<file path="src/audio_status_consts.vh">
// constants for the codec status and flag register bank
// assumes an internal register port from the control-bus slave, 7-bit register index
`ifndef AUDIO_STATUS_CONSTS_VH
`define AUDIO_STATUS_CONSTS_VH
`define ADDR_OVERFLOW      7'h27
`define ADDR_RSVD_A        7'h28
`define ADDR_RSVD_B        7'h29
`define ADDR_RSVD_C        7'h2A
`define ADDR_RSVD_D        7'h2B
`define ADDR_PLAY_LATCHED  7'h2C
`define ADDR_REC_LATCHED   7'h2D
`define ADDR_PLAY_LIVE     7'h2E
`define OVF_RW_MASK        8'h15
`define REC_RW_MASK        8'hA3
`define RESET_FLAGS        8'h00
`define RESET_RSVD         8'h00
`define CLOCK_HZ           25000000
`define PULSE_HIGH_US      2000
`define PULSE_PERIOD_US    4000
`define PULSE_HIGH_CYCLES  ((`CLOCK_HZ / 1000000) * `PULSE_HIGH_US)
`define PULSE_PERIOD_CYCLES ((`CLOCK_HZ / 1000000) * `PULSE_PERIOD_US)
`endif

</file>
<file path="src/audio_status_flag_bank.v">
// status and flag register bank with interrupt pulse output
// holds the overflow flags, the latched and live event flags and the reserved slots
// assumes single clock, sources on clock except short-circuit, button and headset pins which are synchronised
// assumes a register port that strobes one read or write per cycle
`timescale 1ns/1ps
`include "audio_status_consts.vh"
module audio_status_flag_bank #(
  parameter PULSE_HIGH_CYCLES   = `PULSE_HIGH_CYCLES,
  parameter PULSE_PERIOD_CYCLES = `PULSE_PERIOD_CYCLES
) (
  input  wire       clock,
  input  wire       reset,
  input  wire [6:0] reg_addr,
  input  wire       reg_wr,
  input  wire [7:0] reg_wdata,
  input  wire       reg_rd,
  output reg  [7:0] reg_rdata,
  input  wire       dac_left_overflow,
  input  wire       dac_right_overflow,
  input  wire       dac_shifter_overflow,
  input  wire       adc_overflow,
  input  wire       adc_shifter_overflow,
  input  wire       short_circuit_pin,
  input  wire       button_pin,
  input  wire       headset_present_pin,
  input  wire       compressor_left_above,
  input  wire       compressor_right_above,
  input  wire       gain_control_noise_below,
  input  wire       record_engine_std_port,
  input  wire       record_engine_aux_port,
  input  wire       dc_measure_ready,
  input  wire       playback_engine_std_port,
  input  wire       playback_engine_aux_port,
  input  wire       repeat_pulse_mode,
  output wire       first_interrupt_output
);
  localparam [2:0] ST_IDLE = 3'h1;
  localparam [2:0] ST_HIGH = 3'h2;
  localparam [2:0] ST_LOW  = 3'h4;

  function hit;
    input [6:0] a;
    input [6:0] off;
    begin
      hit = (a == off);
    end
  endfunction

  // two-stage synchronisers for the analog detector pins
  wire [2:0] pin_raw = {headset_present_pin, button_pin, short_circuit_pin};
  reg  [2:0] sync1_reg;
  reg  [2:0] sync2_reg;
  genvar g;
  generate
    for (g = 0; g < 3; g = g + 1) begin : pin_sync
      always @(posedge clock) begin
        if (reset) begin
          sync1_reg[g] <= 1'b0;
          sync2_reg[g] <= 1'b0;
        end else begin
          sync1_reg[g] <= pin_raw[g];
          sync2_reg[g] <= sync1_reg[g];
        end
      end
    end
  endgenerate
  wire short_s   = sync2_reg[0];
  wire button_s  = sync2_reg[1];
  wire headset_s = sync2_reg[2];
  reg  headset_prev_reg;
  wire headset_changed = headset_s ^ headset_prev_reg;

  // latched flag registers
  reg [7:0] ovf_reg;
  reg [7:0] play_lat_reg;
  reg [7:0] rec_lat_reg;

  // reserved slots are plain storage, indexed by the low two address bits
  reg  [7:0] rsvd_mem [0:3];
  wire       rsvd_wr = reg_wr && (reg_addr[6:2] == `ADDR_RSVD_A >> 2);

  wire rd_ovf  = reg_rd && hit(reg_addr, `ADDR_OVERFLOW);
  wire rd_play = reg_rd && hit(reg_addr, `ADDR_PLAY_LATCHED);
  wire rd_rec  = reg_rd && hit(reg_addr, `ADDR_REC_LATCHED);
  wire wr_ovf  = reg_wr && hit(reg_addr, `ADDR_OVERFLOW);
  wire wr_rec  = reg_wr && hit(reg_addr, `ADDR_REC_LATCHED);

  wire [7:0] ovf_set = {dac_left_overflow,
                        dac_right_overflow,
                        dac_shifter_overflow,
                        1'b0,
                        adc_overflow,
                        1'b0,
                        adc_shifter_overflow,
                        1'b0};
  wire [7:0] play_set = {short_s,
                         1'b0,
                         button_s,
                         headset_changed,
                         compressor_left_above,
                         compressor_right_above,
                         2'b00};
  wire [7:0] rec_set = {1'b0,
                        gain_control_noise_below,
                        1'b0,
                        record_engine_std_port,
                        record_engine_aux_port,
                        dc_measure_ready,
                        2'b00};
  wire [7:0] play_live = {short_s,
                          1'b0,
                          button_s,
                          headset_s,
                          compressor_left_above,
                          compressor_right_above,
                          playback_engine_std_port,
                          playback_engine_aux_port};

  // sticky flags: read clears, a set in the same cycle wins
  function sticky_bit;
    input held;
    input set;
    input clear;
    begin
      sticky_bit = set | (held & ~clear);
    end
  endfunction

  // read/write reserved bits are plain storage that a write replaces
  function store_bit;
    input held;
    input write;
    input data;
    begin
      store_bit = write ? data : held;
    end
  endfunction

  wire [7:0] ovf_next;
  wire [7:0] rec_next;
  wire [7:0] play_next;
  genvar b;
  generate
    for (b = 0; b < 8; b = b + 1) begin : flag_bit
      if (((`OVF_RW_MASK >> b) & 1) != 0) begin : ovf_store
        assign ovf_next[b] = store_bit(ovf_reg[b], wr_ovf, reg_wdata[b]);
      end else begin : ovf_sticky
        assign ovf_next[b] = sticky_bit(ovf_reg[b], ovf_set[b], rd_ovf);
      end
      if (((`REC_RW_MASK >> b) & 1) != 0) begin : rec_store
        assign rec_next[b] = store_bit(rec_lat_reg[b], wr_rec, reg_wdata[b]);
      end else begin : rec_sticky
        assign rec_next[b] = sticky_bit(rec_lat_reg[b], rec_set[b], rd_rec);
      end
      assign play_next[b] = sticky_bit(play_lat_reg[b], play_set[b], rd_play);
    end
  endgenerate

  // flag registers take their next values every cycle
  always @(posedge clock) begin
    if (reset) begin
      ovf_reg <= `RESET_FLAGS;
    end else begin
      ovf_reg <= ovf_next;
    end
  end

  always @(posedge clock) begin
    if (reset) begin
      play_lat_reg <= `RESET_FLAGS;
    end else begin
      play_lat_reg <= play_next;
    end
  end

  always @(posedge clock) begin
    if (reset) begin
      rec_lat_reg <= `RESET_FLAGS;
    end else begin
      rec_lat_reg <= rec_next;
    end
  end

  // previous synchronised headset level, so a change in either direction is seen
  always @(posedge clock) begin
    if (reset) begin
      headset_prev_reg <= 1'b0;
    end else begin
      headset_prev_reg <= headset_s;
    end
  end

  // reserved storage is written whole
  genvar s;
  generate
    for (s = 0; s < 4; s = s + 1) begin : rsvd_slot
      always @(posedge clock) begin
        if (reset) begin
          rsvd_mem[s] <= `RESET_RSVD;
        end else if (rsvd_wr && reg_addr[1:0] == s) begin
          rsvd_mem[s] <= reg_wdata;
        end
      end
    end
  endgenerate

  // read data: value before the clear, registered
  reg [7:0] read_mux;
  always @* begin
    case (reg_addr)
      `ADDR_OVERFLOW:     read_mux = ovf_reg;
      `ADDR_RSVD_A:       read_mux = rsvd_mem[0];
      `ADDR_RSVD_B:       read_mux = rsvd_mem[1];
      `ADDR_RSVD_C:       read_mux = rsvd_mem[2];
      `ADDR_RSVD_D:       read_mux = rsvd_mem[3];
      `ADDR_PLAY_LATCHED: read_mux = play_lat_reg;
      `ADDR_REC_LATCHED:  read_mux = rec_lat_reg;
      `ADDR_PLAY_LIVE:    read_mux = play_live;
      default:            read_mux = 8'h00;
    endcase
  end

  always @(posedge clock) begin
    if (reset) begin
      reg_rdata <= 8'h00;
    end else if (reg_rd) begin
      reg_rdata <= read_mux;
    end
  end

  // interrupt pulse generator: one high phase in single mode, high/low
  // phases in repeat mode until both latched registers have been read
  wire [7:0] play_rise = play_set & ~play_lat_reg;
  wire [7:0] rec_rise  = rec_set & ~rec_lat_reg & ~`REC_RW_MASK;
  wire       new_event = (|play_rise) | (|rec_rise);
  reg  [2:0] state_reg;
  reg  [2:0] state_next;
  reg  [16:0] count_reg;
  reg  [16:0] count_next;
  reg        seen_play_reg;
  reg        seen_rec_reg;
  wire       both_read = (seen_play_reg || rd_play) && (seen_rec_reg || rd_rec);
  localparam integer HIGH_LAST_W = PULSE_HIGH_CYCLES - 1;
  localparam integer LOW_LAST_W  = PULSE_PERIOD_CYCLES - PULSE_HIGH_CYCLES - 1;
  localparam [16:0]  HIGH_LAST   = HIGH_LAST_W[16:0];
  localparam [16:0]  LOW_LAST    = LOW_LAST_W[16:0];
  wire       high_done = (count_reg == HIGH_LAST);
  wire       low_done  = (count_reg == LOW_LAST);

  // next state and phase counter

  always @* begin
    state_next = state_reg;
    count_next = count_reg + 17'h00001;
    case (state_reg)
      ST_IDLE: begin
        count_next = 17'h00000;
        if (new_event) state_next = ST_HIGH;
      end
      ST_HIGH: begin
        if (high_done) begin
          count_next = 17'h00000;
          if (repeat_pulse_mode && !both_read) state_next = ST_LOW;
          else state_next = ST_IDLE;
        end
      end
      ST_LOW: begin
        if (both_read) begin
          state_next = ST_IDLE;
          count_next = 17'h00000;
        end else if (low_done) begin
          state_next = ST_HIGH;
          count_next = 17'h00000;
        end
      end
      default: begin
        state_next = ST_IDLE;
        count_next = 17'h00000;
      end
    endcase
  end

  always @(posedge clock) begin
    if (reset) begin
      state_reg     <= ST_IDLE;
      count_reg     <= 17'h00000;
    end else begin
      state_reg     <= state_next;
      count_reg     <= count_next;
    end
  end

  // read tracking for repeat mode, restarted by every new event
  always @(posedge clock) begin
    if (reset) begin
      seen_play_reg <= 1'b0;
      seen_rec_reg  <= 1'b0;
    end else begin
      seen_play_reg <= new_event ? 1'b0 : (seen_play_reg | rd_play);
      seen_rec_reg  <= new_event ? 1'b0 : (seen_rec_reg | rd_rec);
    end
  end

  assign first_interrupt_output = state_reg[1];
endmodule

</file>
<file path="config.mk">
export PLATFORM = sky130hd
export DESIGN_NAME = audio_status_flag_bank
export DESIGN_NICKNAME = d
export VERILOG_FILES = /design/src/audio_status_flag_bank.v
export VERILOG_INCLUDE_DIRS = /design/src
export SDC_FILE = /design/constraint.sdc
export NUM_CORES = 1
export LEC_CHECK = 0
export BUFFER_PORTS_ARGS = -buffer_cell sky130_fd_sc_hd__buf_2
export CORE_MARGIN = 1.5
export CORE_UTILIZATION = 50
export CTS_CLUSTER_SIZE = 14
export DETAILED_ROUTE_END_ITERATION = 8
export HOLD_SLACK_MARGIN = 0.1
export PLACE_DENSITY = 0.78
export SETUP_SLACK_MARGIN = 0.1
export SYNTH_ARGS = -nofsm -noshare
export SYNTH_HDL_FRONTEND = slang
export SYNTH_SLANG_ARGS = --single-unit
</file>
<file path="constraint.sdc">
create_clock -name clock -period 2.9 [get_ports clock]
set_clock_uncertainty 0.2 [all_clocks]
set_input_delay 0.58 -clock clock [delete_from_list [all_inputs] [get_ports clock]]
set_output_delay 0.58 -clock clock [all_outputs]
set_load 0.005 [all_outputs]
</file>
==> impl_metrics.env, run 1 <==
export IMPL_regToRegEndpoint="state_reg[1]$_SDFFE_PP0P_"
export IMPL_crit_path_start_kind="primary input"
export IMPL_period_minus_slack_ns=2.30
export IMPL_drv_cap=0
export IMPL_relSlewSlack=0.560
export IMPL_finalWirelength_um=9890
export IMPL_core_area_um2=8180
export IMPL_yosys_area_top_type_share=0.291
export IMPL_met2_length_um=4510
export IMPL_drtAntennaViolNets=0
export IMPL_finalHoldViolCount=0
export IMPL_drive_gt1_frac=0.188
export IMPL_cpLargestDelayFamily="simple AND/OR/NAND/NOR gates"
export IMPL_synth_edf_count=32
export IMPL_sw_frac_of_total=0.271
export IMPL_wl_met1_um=4460
export IMPL_cp_end_kind="flip-flop"
export IMPL_synth_distinct_cells=55
export IMPL_syn_instance_count=420
export IMPL_rsz0062_at_grt="false"
export IMPL_vias=3330
export IMPL_synthTopCellsByCount="dfxtp_1 (61), nor2_1 (41), and2_1 (32), edfxtp_1 (32), nand2_1 (30)"
export IMPL_synthFlopType="dfxtp_1"
export IMPL_hp_class="primary input to flip-flop"
export IMPL_peakVddDrop_v=0.000220
export IMPL_grt_antenna_before_repair=0
export IMPL_switching_power_uw=685
export IMPL_cp_data_required_time_ns=2.78
export IMPL_viasPerCell=5.69
export IMPL_highest_layer="met4"
export IMPL_setup_viol=0
export IMPL_power_leakage_uw=0.00181
export IMPL_antennaDiodeCount=0
export IMPL_first_pass_iters=5
export IMPL_num_io_pins=45
export IMPL_tns_ns=0
export IMPL_fin_crit_sh=0.793
export IMPL_port_buffers=44
export IMPL_cp_max_fo=8
export IMPL_worstSetupPathType="primary input to flip-flop"
export IMPL_status="finished, final reports clean"
export IMPL_p_clk_frac=0.334
export IMPL_yosysMostFrequentCell="dfxtp_1"
export IMPL_ys_top_cells_by_area="dfxtp_1 (29%), edfxtp_1 (23%), and2_1 (4.8%)"
export IMPL_syn_area_per_cell_um2=9.99
export IMPL_async_flop_share=0
export IMPL_first_global_vias=3132
export IMPL_nets=512
export IMPL_ctsHtreeMaxLevel=3
export IMPL_internal_power_uw=1840
export IMPL_largest_register_ffs=32
export IMPL_avgRoutedWirePerCell_um=16.9
export IMPL_grt_usage=0.236
export IMPL_cpPeakStageDelay_ns=0.52
export IMPL_route_met3_wl_um=515
export IMPL_area_growth_pct=14.3
export IMPL_grt_pass1_wl_um=15700
export IMPL_slowest_stage="o31ai_1"
export IMPL_whs_endpoint="ovf_reg[1]$_SDFF_PP0_"
export IMPL_synth_largest_area_cell="dfxtp_1"
export IMPL_reg2reg_from="count_reg[0]$_SDFF_PP0_"
export IMPL_arrival_ns=2.18
export IMPL_die_w_um=94.6
export IMPL_place_gp_congestion=0.900
export IMPL_synth_area_um2=4200
export IMPL_synth_warnings=0
export IMPL_combPwrFrac=0.099
export IMPL_drt_iter0_markers=226
export IMPL_max_freq_mhz=435
export IMPL_ys_seq_area_frac=0.520
export IMPL_dieArea_um2=8950
export IMPL_cts_setup_buffers=0
export IMPL_postLayoutCoreUtil=0.587
export IMPL_cts_clk_slew_worst_paths_ns=0.10
export IMPL_hp_start="adc_shifter_overflow"
export IMPL_overflow=0
export IMPL_clockBufferDepth=2
export IMPL_row_count=33
export IMPL_slew_violations=0
export IMPL_worst_pin_slew_ns=0.659
export IMPL_hold_depth=3
export IMPL_ys_seq_elements=93
export IMPL_die_h_um=94.6
export IMPL_cts_resized_gates=0
export IMPL_cts_buffers=9
export IMPL_worst_r2r_setup_slack_ns=0.84
export IMPL_start_util=0.513
export IMPL_r2r_cells=6
export IMPL_worstSkewPairLatency_ns=0.37
export IMPL_hpwl_um=7440
export IMPL_crit_path_cell_trace="buf_2, nor3b_2, nand4_1, o31ai_1, buf_4"
export IMPL_ctsHoldBuffers=0
export IMPL_p_per_area_nw_per_um2=527
export IMPL_numClockSinks=93
export IMPL_seqPwrFrac=0.567
export IMPL_syn_num_nets=457
export IMPL_clock_tree_root_cell="clkbuf_8"
export IMPL_grt_max_degree=26
export IMPL_drc_errors=0
export IMPL_cts_tree="done"
export IMPL_crit_buf_inv=2
==> stage by stage <==
stage / hold WS [ns] / instance area [um2] / setup WS [ns] / std cells / total power (uW)
after floorplan: 0.214 / 4200 / 0.351 / 420 / 1610
after global placement: 0.217 / 4600 / 0.307 / 569 / 1700
after detailed placement: 0.234 / 4600 / 0.263 / 569 / 1710
after CTS: 0.203 / 4800 / 0.643 / 585 / 2550
after global routing: 0.229 / 4800 / 0.437 / 585 / 2630
final: 0.213 / 4800 / 0.600 / 585 / 2530
==> layer usage <==
metal | track usage | vias to the layer above
li1 | - | 1623
met1 | 0.317 | 1555
met2 | 0.365 | 126
met3 | 0.0314 | 26
met4 | 0.136 | 0
met5 | 0 | -
==> cell type report <==
cell class	count	area (um2)
Fill cell	726	3380
Clock buffer	9	124
Clock inverter	7	73.8
Sequential cell	93	2180
Tap cell	105	131
Inverter	12	45.0
Multi-Input combinational cell	300	1910
Timing Repair Buffer	59	333
==> power by group through the flow <==
stage / combinational [uW] / sequential [uW] / clock [uW]
after CTS: 249 / 1440 / 865
after global routing: 279 / 1440 / 912
after global placement: 242 / 1460 / 0
final: 251 / 1440 / 844
after detailed placement: 247 / 1470 / 0
after floorplan: 163 / 1450 / 0
==> worst max-delay path by stage <==
stage                            from                            to  slack [ns]  cells past startpoint
after CTS                 reg_addr[4]  rsvd_mem[0][4]$_SDFFCE_PN0P_        0.64                      5
after global routing      reg_addr[0]       count_reg[6]$_SDFF_PP0_        0.44                      6
after global placement    reg_addr[4]  rsvd_mem[0][1]$_SDFFCE_PN0P_        0.31                      5
after detailed placement  reg_addr[4]  rsvd_mem[0][1]$_SDFFCE_PN0P_        0.26                      5
after floorplan           reg_addr[3]  rsvd_mem[0][0]$_SDFFCE_PN0P_        0.35                      3
final                     reg_addr[4]  rsvd_mem[0][5]$_SDFFCE_PN0P_        0.60                      5
==> logic make-up (layout without fill, tap and decap cells) <==
group / after synthesis / after routing / synth area share
AO/OA/AOI/OAI: 78 / 78 / 0.131
XOR/XNOR: 17 / 17 / 0.0355
adder cells (fa/ha/maj): 1 / 1 / 0.00298
buffers and inverters: 27 / 87 / 0.0256
flip-flops: 93 / 93 / 0.520
multiplexers: 15 / 15 / 0.0370
AND/OR/NAND/NOR: 189 / 189 / 0.248
==> layout by cell type (no fill, tap or decap), drive strengths merged, types with 2 or more instances in the layout <==
master,n
o2bb2ai,2
nor3,10
dfxtp,61
clkbuf,9
mux2,4
buf,59
nand4bb,2
edfxtp,32
nor2b,17
clkinv,3
and3,6
o221ai,2
a2bb2oi,2
nand3,21
nand4,5
a22oi,3
and2,32
a22o,14
a32o,2
a32oi,3
nor4,5
nor3b,4
a21oi,26
inv,16
xor2,8
a21o,2
xnor2,9
nand2,30
o22ai,3
nand2b,9
nor2,41
o21ai,7
mux2i,11
o211ai,3
==> worst reg2reg max path, delay by kind of cell (launching register included) <==
| kind | cells | cell delay (ns) |
|---|---|---|
| adder cells (fa/ha/maj) | 1 | 0.20 |
| AO/OA/AOI/OAI | 1 | 0.20 |
| flip-flops | 1 | 0.39 |
| AND/OR/NAND/NOR | 4 | 0.99 |
No activity file was read; power rests on OpenSTA's default activity.
==> run 2, diff against run 1 <==
- PLACE_DENSITY: 0.78 -> 0.8
- clock period: 2.9 -> 2 ns (I/O delays scaled with it)
==> run 2 against run 1 <==
Net effect:
- non-clock buffer count is 56 higher
- clock power is 60% higher
- core utilization is 6.9 points higher
- power is 54% higher
- highest routed layer unchanged
- worst setup slack worse by 0.50 ns
- count of clock-buffer cells in the layout stayed put
- global-route usage is 1.9 points higher
- register-to-register slack worse by 0.74 ns
==> impl_metrics.env, run 2 (synthesis results as in run 1) <==
export IMPL_hp_class="primary input to flip-flop"
export IMPL_grt_pass1_wl_um=17000
export IMPL_first_pass_iters=5
export IMPL_crit_path_start_kind="flip-flop"
export IMPL_drt_iter0_markers=292
export IMPL_peakVddDrop_v=0.000412
export IMPL_grt_usage=0.255
export IMPL_crit_path_cell_trace="or4_4, nor4_4, nand2_2, and4_1, a41o_1"
export IMPL_setup_viol=0
export IMPL_viasPerCell=5.67
export IMPL_slew_violations=0
export IMPL_period_minus_slack_ns=1.90
export IMPL_cp_data_required_time_ns=2.08
export IMPL_arrival_ns=1.98
export IMPL_relSlewSlack=0.610
export IMPL_ctsHtreeMaxLevel=3
export IMPL_drtAntennaViolNets=0
export IMPL_max_freq_mhz=526
export IMPL_tns_ns=0
export IMPL_core_area_um2=8180
export IMPL_row_count=33
export IMPL_slowest_stage="or4_4"
export IMPL_power_total_uw=3890
export IMPL_grt_max_degree=27
export IMPL_start_util=0.513
export IMPL_cpLargestDelayFamily="simple AND/OR/NAND/NOR gates"
export IMPL_dieArea_um2=8950
export IMPL_place_gp_congestion=0.939
export IMPL_worstSetupPathType="flip-flop to flip-flop"
export IMPL_area_growth_pct=27.7
export IMPL_final_cell_mix="dfxtp_1 (59), buf_4 (57), buf_2 (44)"
export IMPL_status="finished, final reports clean"
export IMPL_die_w_um=94.6
export IMPL_clockBufferDepth=2
export IMPL_num_io_pins=45
export IMPL_crit_buf_inv=0
export IMPL_grt_antenna_before_repair=0
export IMPL_finalWirelength_um=11000
export IMPL_clock_tree_root_cell="clkbuf_8"
export IMPL_worstSkewPairLatency_ns=0.37
export IMPL_cts_tree="done"
export IMPL_overflow=0
export IMPL_cts_clk_slew_worst_paths_ns=0.10
export IMPL_rsz0062_at_grt="true"
export IMPL_finalHoldViolCount=0
export IMPL_drv_cap=0
export IMPL_cp_end_kind="flip-flop"
export IMPL_nets=568
export IMPL_dpl_cell_area_um2=4960
export IMPL_cts_buffers=9
export IMPL_die_h_um=94.6
export IMPL_cpPeakStageDelay_ns=0.54
export IMPL_cp_max_fo=4
export IMPL_fin_crit_sh=0.951
export IMPL_drc_errors=0
export IMPL_port_buffers=44
export IMPL_worst_pin_slew_ns=0.584
export IMPL_hpwl_um=8230
export IMPL_final_area_um2=5360
export IMPL_first_global_vias=3449
export IMPL_power_leakage_uw=0.00210
export IMPL_worst_r2r_setup_slack_ns=0.1
export IMPL_drive_gt1_frac=0.280
export IMPL_avgRoutedWirePerCell_um=17.1
export IMPL_numClockSinks=93
export IMPL_vias=3634
export IMPL_largest_register_ffs=32
export IMPL_p_per_area_nw_per_um2=725
export IMPL_final_common_cell="dfxtp_1"
export IMPL_antennaDiodeCount=0
-- run 2: changes by cell type in the layout (fill, tap and decap cells not counted), sizes merged --
| cell | previous run | this run |
|---|---|---|
| buf | 59 | 103 |
| bufinv | 0 | 1 |
| clkinv | 3 | 1 |
| dlygate4sd3 | 0 | 12 |
| inv | 16 | 17 |
-- run 2: metrics by stage --
stage	hold WS, ns	setup slack (ns)	std cells	utilization
5_1_grt	0.120	0.0372	641	0.656
3_3_place_gp	0.218	-0.0716	611	0.607
2_1_floorplan	0.214	-0.116	420	-
3_5_place_dp	0.227	-0.121	611	0.607
6_report	0.114	0.0979	641	0.656
4_1_cts	0.102	0.0398	640	0.650
-- run 2: per-layer routing --
| metal | routed length (um) | global-route usage | up-vias |
|---|---|---|---|
| met5 | 0 | 0 | - |
| met4 | 414 | 0.138 | 0 |
| met3 | 692 | 0.0491 | 39 |
| met2 | 5300 | 0.414 | 142 |
| met1 | 4580 | 0.320 | 1715 |
| li1 | - | - | 1738 |
-- run 2: area by class of cell --
| cell class | count | area (um2) |
|---|---|---|
| clock buffers | 9 | 124 |
| clock inverters | 7 | 90.1 |
| fillers | 622 | 2810 |
| inverters | 12 | 45.0 |
| multi-input cells | 300 | 1990 |
| flip-flops and latches | 93 | 2180 |
| well taps | 105 | 131 |
| repair buffers | 115 | 800 |
-- run 2: worst paths after layout --
kind | from | end | cells after the start
min reg2reg | count_reg[0]$_SDFF_PP0_ | count_reg[0]$_SDFF_PP0_ | 1
max | count_reg[16]$_SDFF_PP0_ | state_reg[1]$_SDFFE_PP0P_ | 5
max reg2reg | count_reg[16]$_SDFF_PP0_ | state_reg[1]$_SDFFE_PP0P_ | 5
min | reg_wdata[4] | ovf_reg[4]$_SDFFE_PP0P_ | 3
-- run 2: tightest hold or removal path, stage by stage --
cell and delay [ns]:
buf_2 0.13, nand3_1 0.06, a21oi_1 0.05
-- run 2: where the power goes --
part,switching [uW],internal (uW),total [uW]
sequential,58.5,2030,2090
clock,741,612,1350
combinational,232,216,449
total,1030,2860,3890
-- run 2: what timing repair did --
item	CTS	global route
setup endpoints to repair	17	20
gates resized for setup	2	11
hold buffers	12	0
setup buffers	1	1
endpoints found under the hold margin	12	0
pin swaps	1	0
==> run 3, diff against run 2 <==
- CORE_ASPECT_RATIO: unset -> 1.75
- SKIP_CTS_REPAIR_TIMING: unset -> 1
==> run 3 against run 2 <==
Net effect:
- core utilization down 0.54 points
- worst hold slack lost 0.047 ns
- sequential power about the same
- combinational power about the same
- flip-flop and latch count did not move
- largest cell class unchanged
- largest power group unchanged
- via count fell by 1.4%
- fmax fell by 0.16%
==> impl_metrics.env, run 3 (synthesis results as in run 1) <==
export IMPL_status="finished, final reports clean"
export IMPL_internal_power_uw=3360
export IMPL_nets=552
export IMPL_period_minus_slack_ns=1.91
export IMPL_use_met3=0.0593
export IMPL_setup_viol=0
export IMPL_grt_usage=0.262
export IMPL_sw_frac_of_total=0.240
export IMPL_fin_crit_sh=0.953
export IMPL_max_freq_mhz=525
export IMPL_drtAntennaViolNets=0
export IMPL_worst_pin_slew_ns=0.541
export IMPL_cts_buffers=9
export IMPL_die_w_um=72.3
export IMPL_core_area_um2=8200
export IMPL_avgRoutedWirePerCell_um=18.2
export IMPL_finalWirelength_um=11100
export IMPL_top_usage_layer="met2"
export IMPL_numClockSinks=93
export IMPL_crit_path_start_kind="flip-flop"
export IMPL_worstSetupPathType="flip-flop to flip-flop"
export IMPL_peakVddDrop_v=0.000551
export IMPL_die_h_um=124
export IMPL_largest_register_ffs=32
export IMPL_grt_antenna_before_repair=0
export IMPL_grt_max_degree=18
export IMPL_slew_violations=0
export IMPL_arrival_ns=1.95
export IMPL_drv_cap=0
export IMPL_cp_data_required_time_ns=2.04
export IMPL_cts_tree="done"
export IMPL_relSlewSlack=0.636
export IMPL_area_growth_pct=27.1
export IMPL_cp_end_kind="flip-flop"
export IMPL_row_count=44
export IMPL_drt_iter0_markers=336
export IMPL_rsz0062_at_grt="true"
export IMPL_first_global_vias=3548
export IMPL_ctsHtreeMaxLevel=3
export IMPL_cts_clk_slew_worst_paths_ns=0.07
export IMPL_vias=3584
export IMPL_overflow=0
export IMPL_hp_class="primary input to flip-flop"
export IMPL_first_pass_iters=7
export IMPL_p_per_area_nw_per_um2=827
export IMPL_cp_max_fo=3
export IMPL_drc_errors=0
export IMPL_use_met1=0.271
export IMPL_num_io_pins=45
export IMPL_grt_pass1_wl_um=17600
export IMPL_final_cell_mix="dfxtp_1 (58), buf_2 (44), buf_4 (42)"
export IMPL_clock_tree_root_cell="clkbuf_16"
export IMPL_final_common_cell="dfxtp_1"
export IMPL_grtUsageMet2=0.446
export IMPL_hold_ws_ns=0.0661
export IMPL_p_clk_frac=0.426
export IMPL_n_fill_cell=631
export IMPL_port_buffers=44
export IMPL_seqPwrFrac=0.472
export IMPL_switching_power_uw=1060
export IMPL_drive_gt1_frac=0.258
export IMPL_final_area_um2=5340
export IMPL_antennaDiodeCount=0
export IMPL_start_util=0.512
export IMPL_viasPerCell=5.86
export IMPL_dieArea_um2=8980
export IMPL_place_gp_congestion=0.951
export IMPL_finalHoldViolCount=0
export IMPL_worstSkewPairLatency_ns=0.35
export IMPL_hpwl_um=8330
export IMPL_power_leakage_uw=0.00209
export IMPL_dpl_cell_area_um2=4900
export IMPL_clockBufferDepth=2
export IMPL_combPwrFrac=0.102
==> run 3: changes by cell type in the layout (fill, tap and decap cells not counted), moves of 2 or more <==
cell           delta
nor4_2            -2
dlygate4sd3_1     -5
buf_4            -15
nor4_1            +3
clkbuf_8          -9
buf_12            +3
inv_4             -2
clkbuf_16         +9
==> run 3: worst max-delay path, stage by stage (launching register included) <==
cell and delay (ns):
dfxtp_2 0.32, or4_1 0.51, nor4_1 0.18, nand2_1 0.16
and4_1 0.23, a41o_1 0.20
==> run 3: layout make-up <==
class / count / area (um2) / area share
Multi-Input combinational cell: 300 / 1950 / 0.366
Clock inverter: 7 / 105 / 0.0197
Tap cell: 92 / 115 / 0.0216
Inverter: 12 / 45.0 / 0.00844
Timing Repair Buffer: 99 / 708 / 0.133
Sequential cell: 93 / 2190 / 0.410
Clock buffer: 9 / 225 / 0.0422
==> run 3: routing by layer <==
layer / vias to the layer above / share of wire / wire length, um
met5: - / 0 / 0
met4: 0 / 0.074 / 829
met3: 53 / 0.045 / 506
met2: 149 / 0.52 / 5780
met1: 1678 / 0.36 / 4020
li1: 1704 / - / -
==> run 3: through the flow <==
stage / util / TNS (ns) / worst slack (ns) / total power, uW / cells
6_report: 0.651 / 0 / 0.0948 / 4420 / 612
5_1_grt: 0.651 / 0 / 0.0573 / 4570 / 612
4_1_cts: 0.638 / 0 / 0.0718 / 4410 / 603
3_5_place_dp: 0.597 / -1.68 / -0.0774 / 2540 / 587
3_3_place_gp: 0.597 / -0.534 / -0.0412 / 2520 / 587
2_1_floorplan: - / -2.19 / -0.116 / 2340 / 420
==> run 3: power groups by stage <==
stage                     clock network (uW)  logic (uW)  registers [uW]
after floorplan                            0         244            2100
after global placement                     0         405            2120
after detailed placement                   0         421            2120
after CTS                               1900         425            2080
after global routing                    2000         486            2090
final                                   1880         448            2080
==> run 3: worst paths after layout <==
check | startpoint | endpoint | slack (ns) | depth (start not counted)
setup / recovery | count_reg[16]$_SDFF_PP0_ | state_reg[1]$_SDFFE_PP0P_ | 0.09 | 5
hold / removal | dac_shifter_overflow | ovf_reg[5]$_SDFF_PP0_ | 0.07 | 3
setup reg to reg | count_reg[16]$_SDFF_PP0_ | state_reg[1]$_SDFFE_PP0P_ | 0.09 | 5
hold reg to reg | sync1_reg[0]$_SDFF_PP0_ | short_s$_SDFF_PP0_ | 0.24 | 1
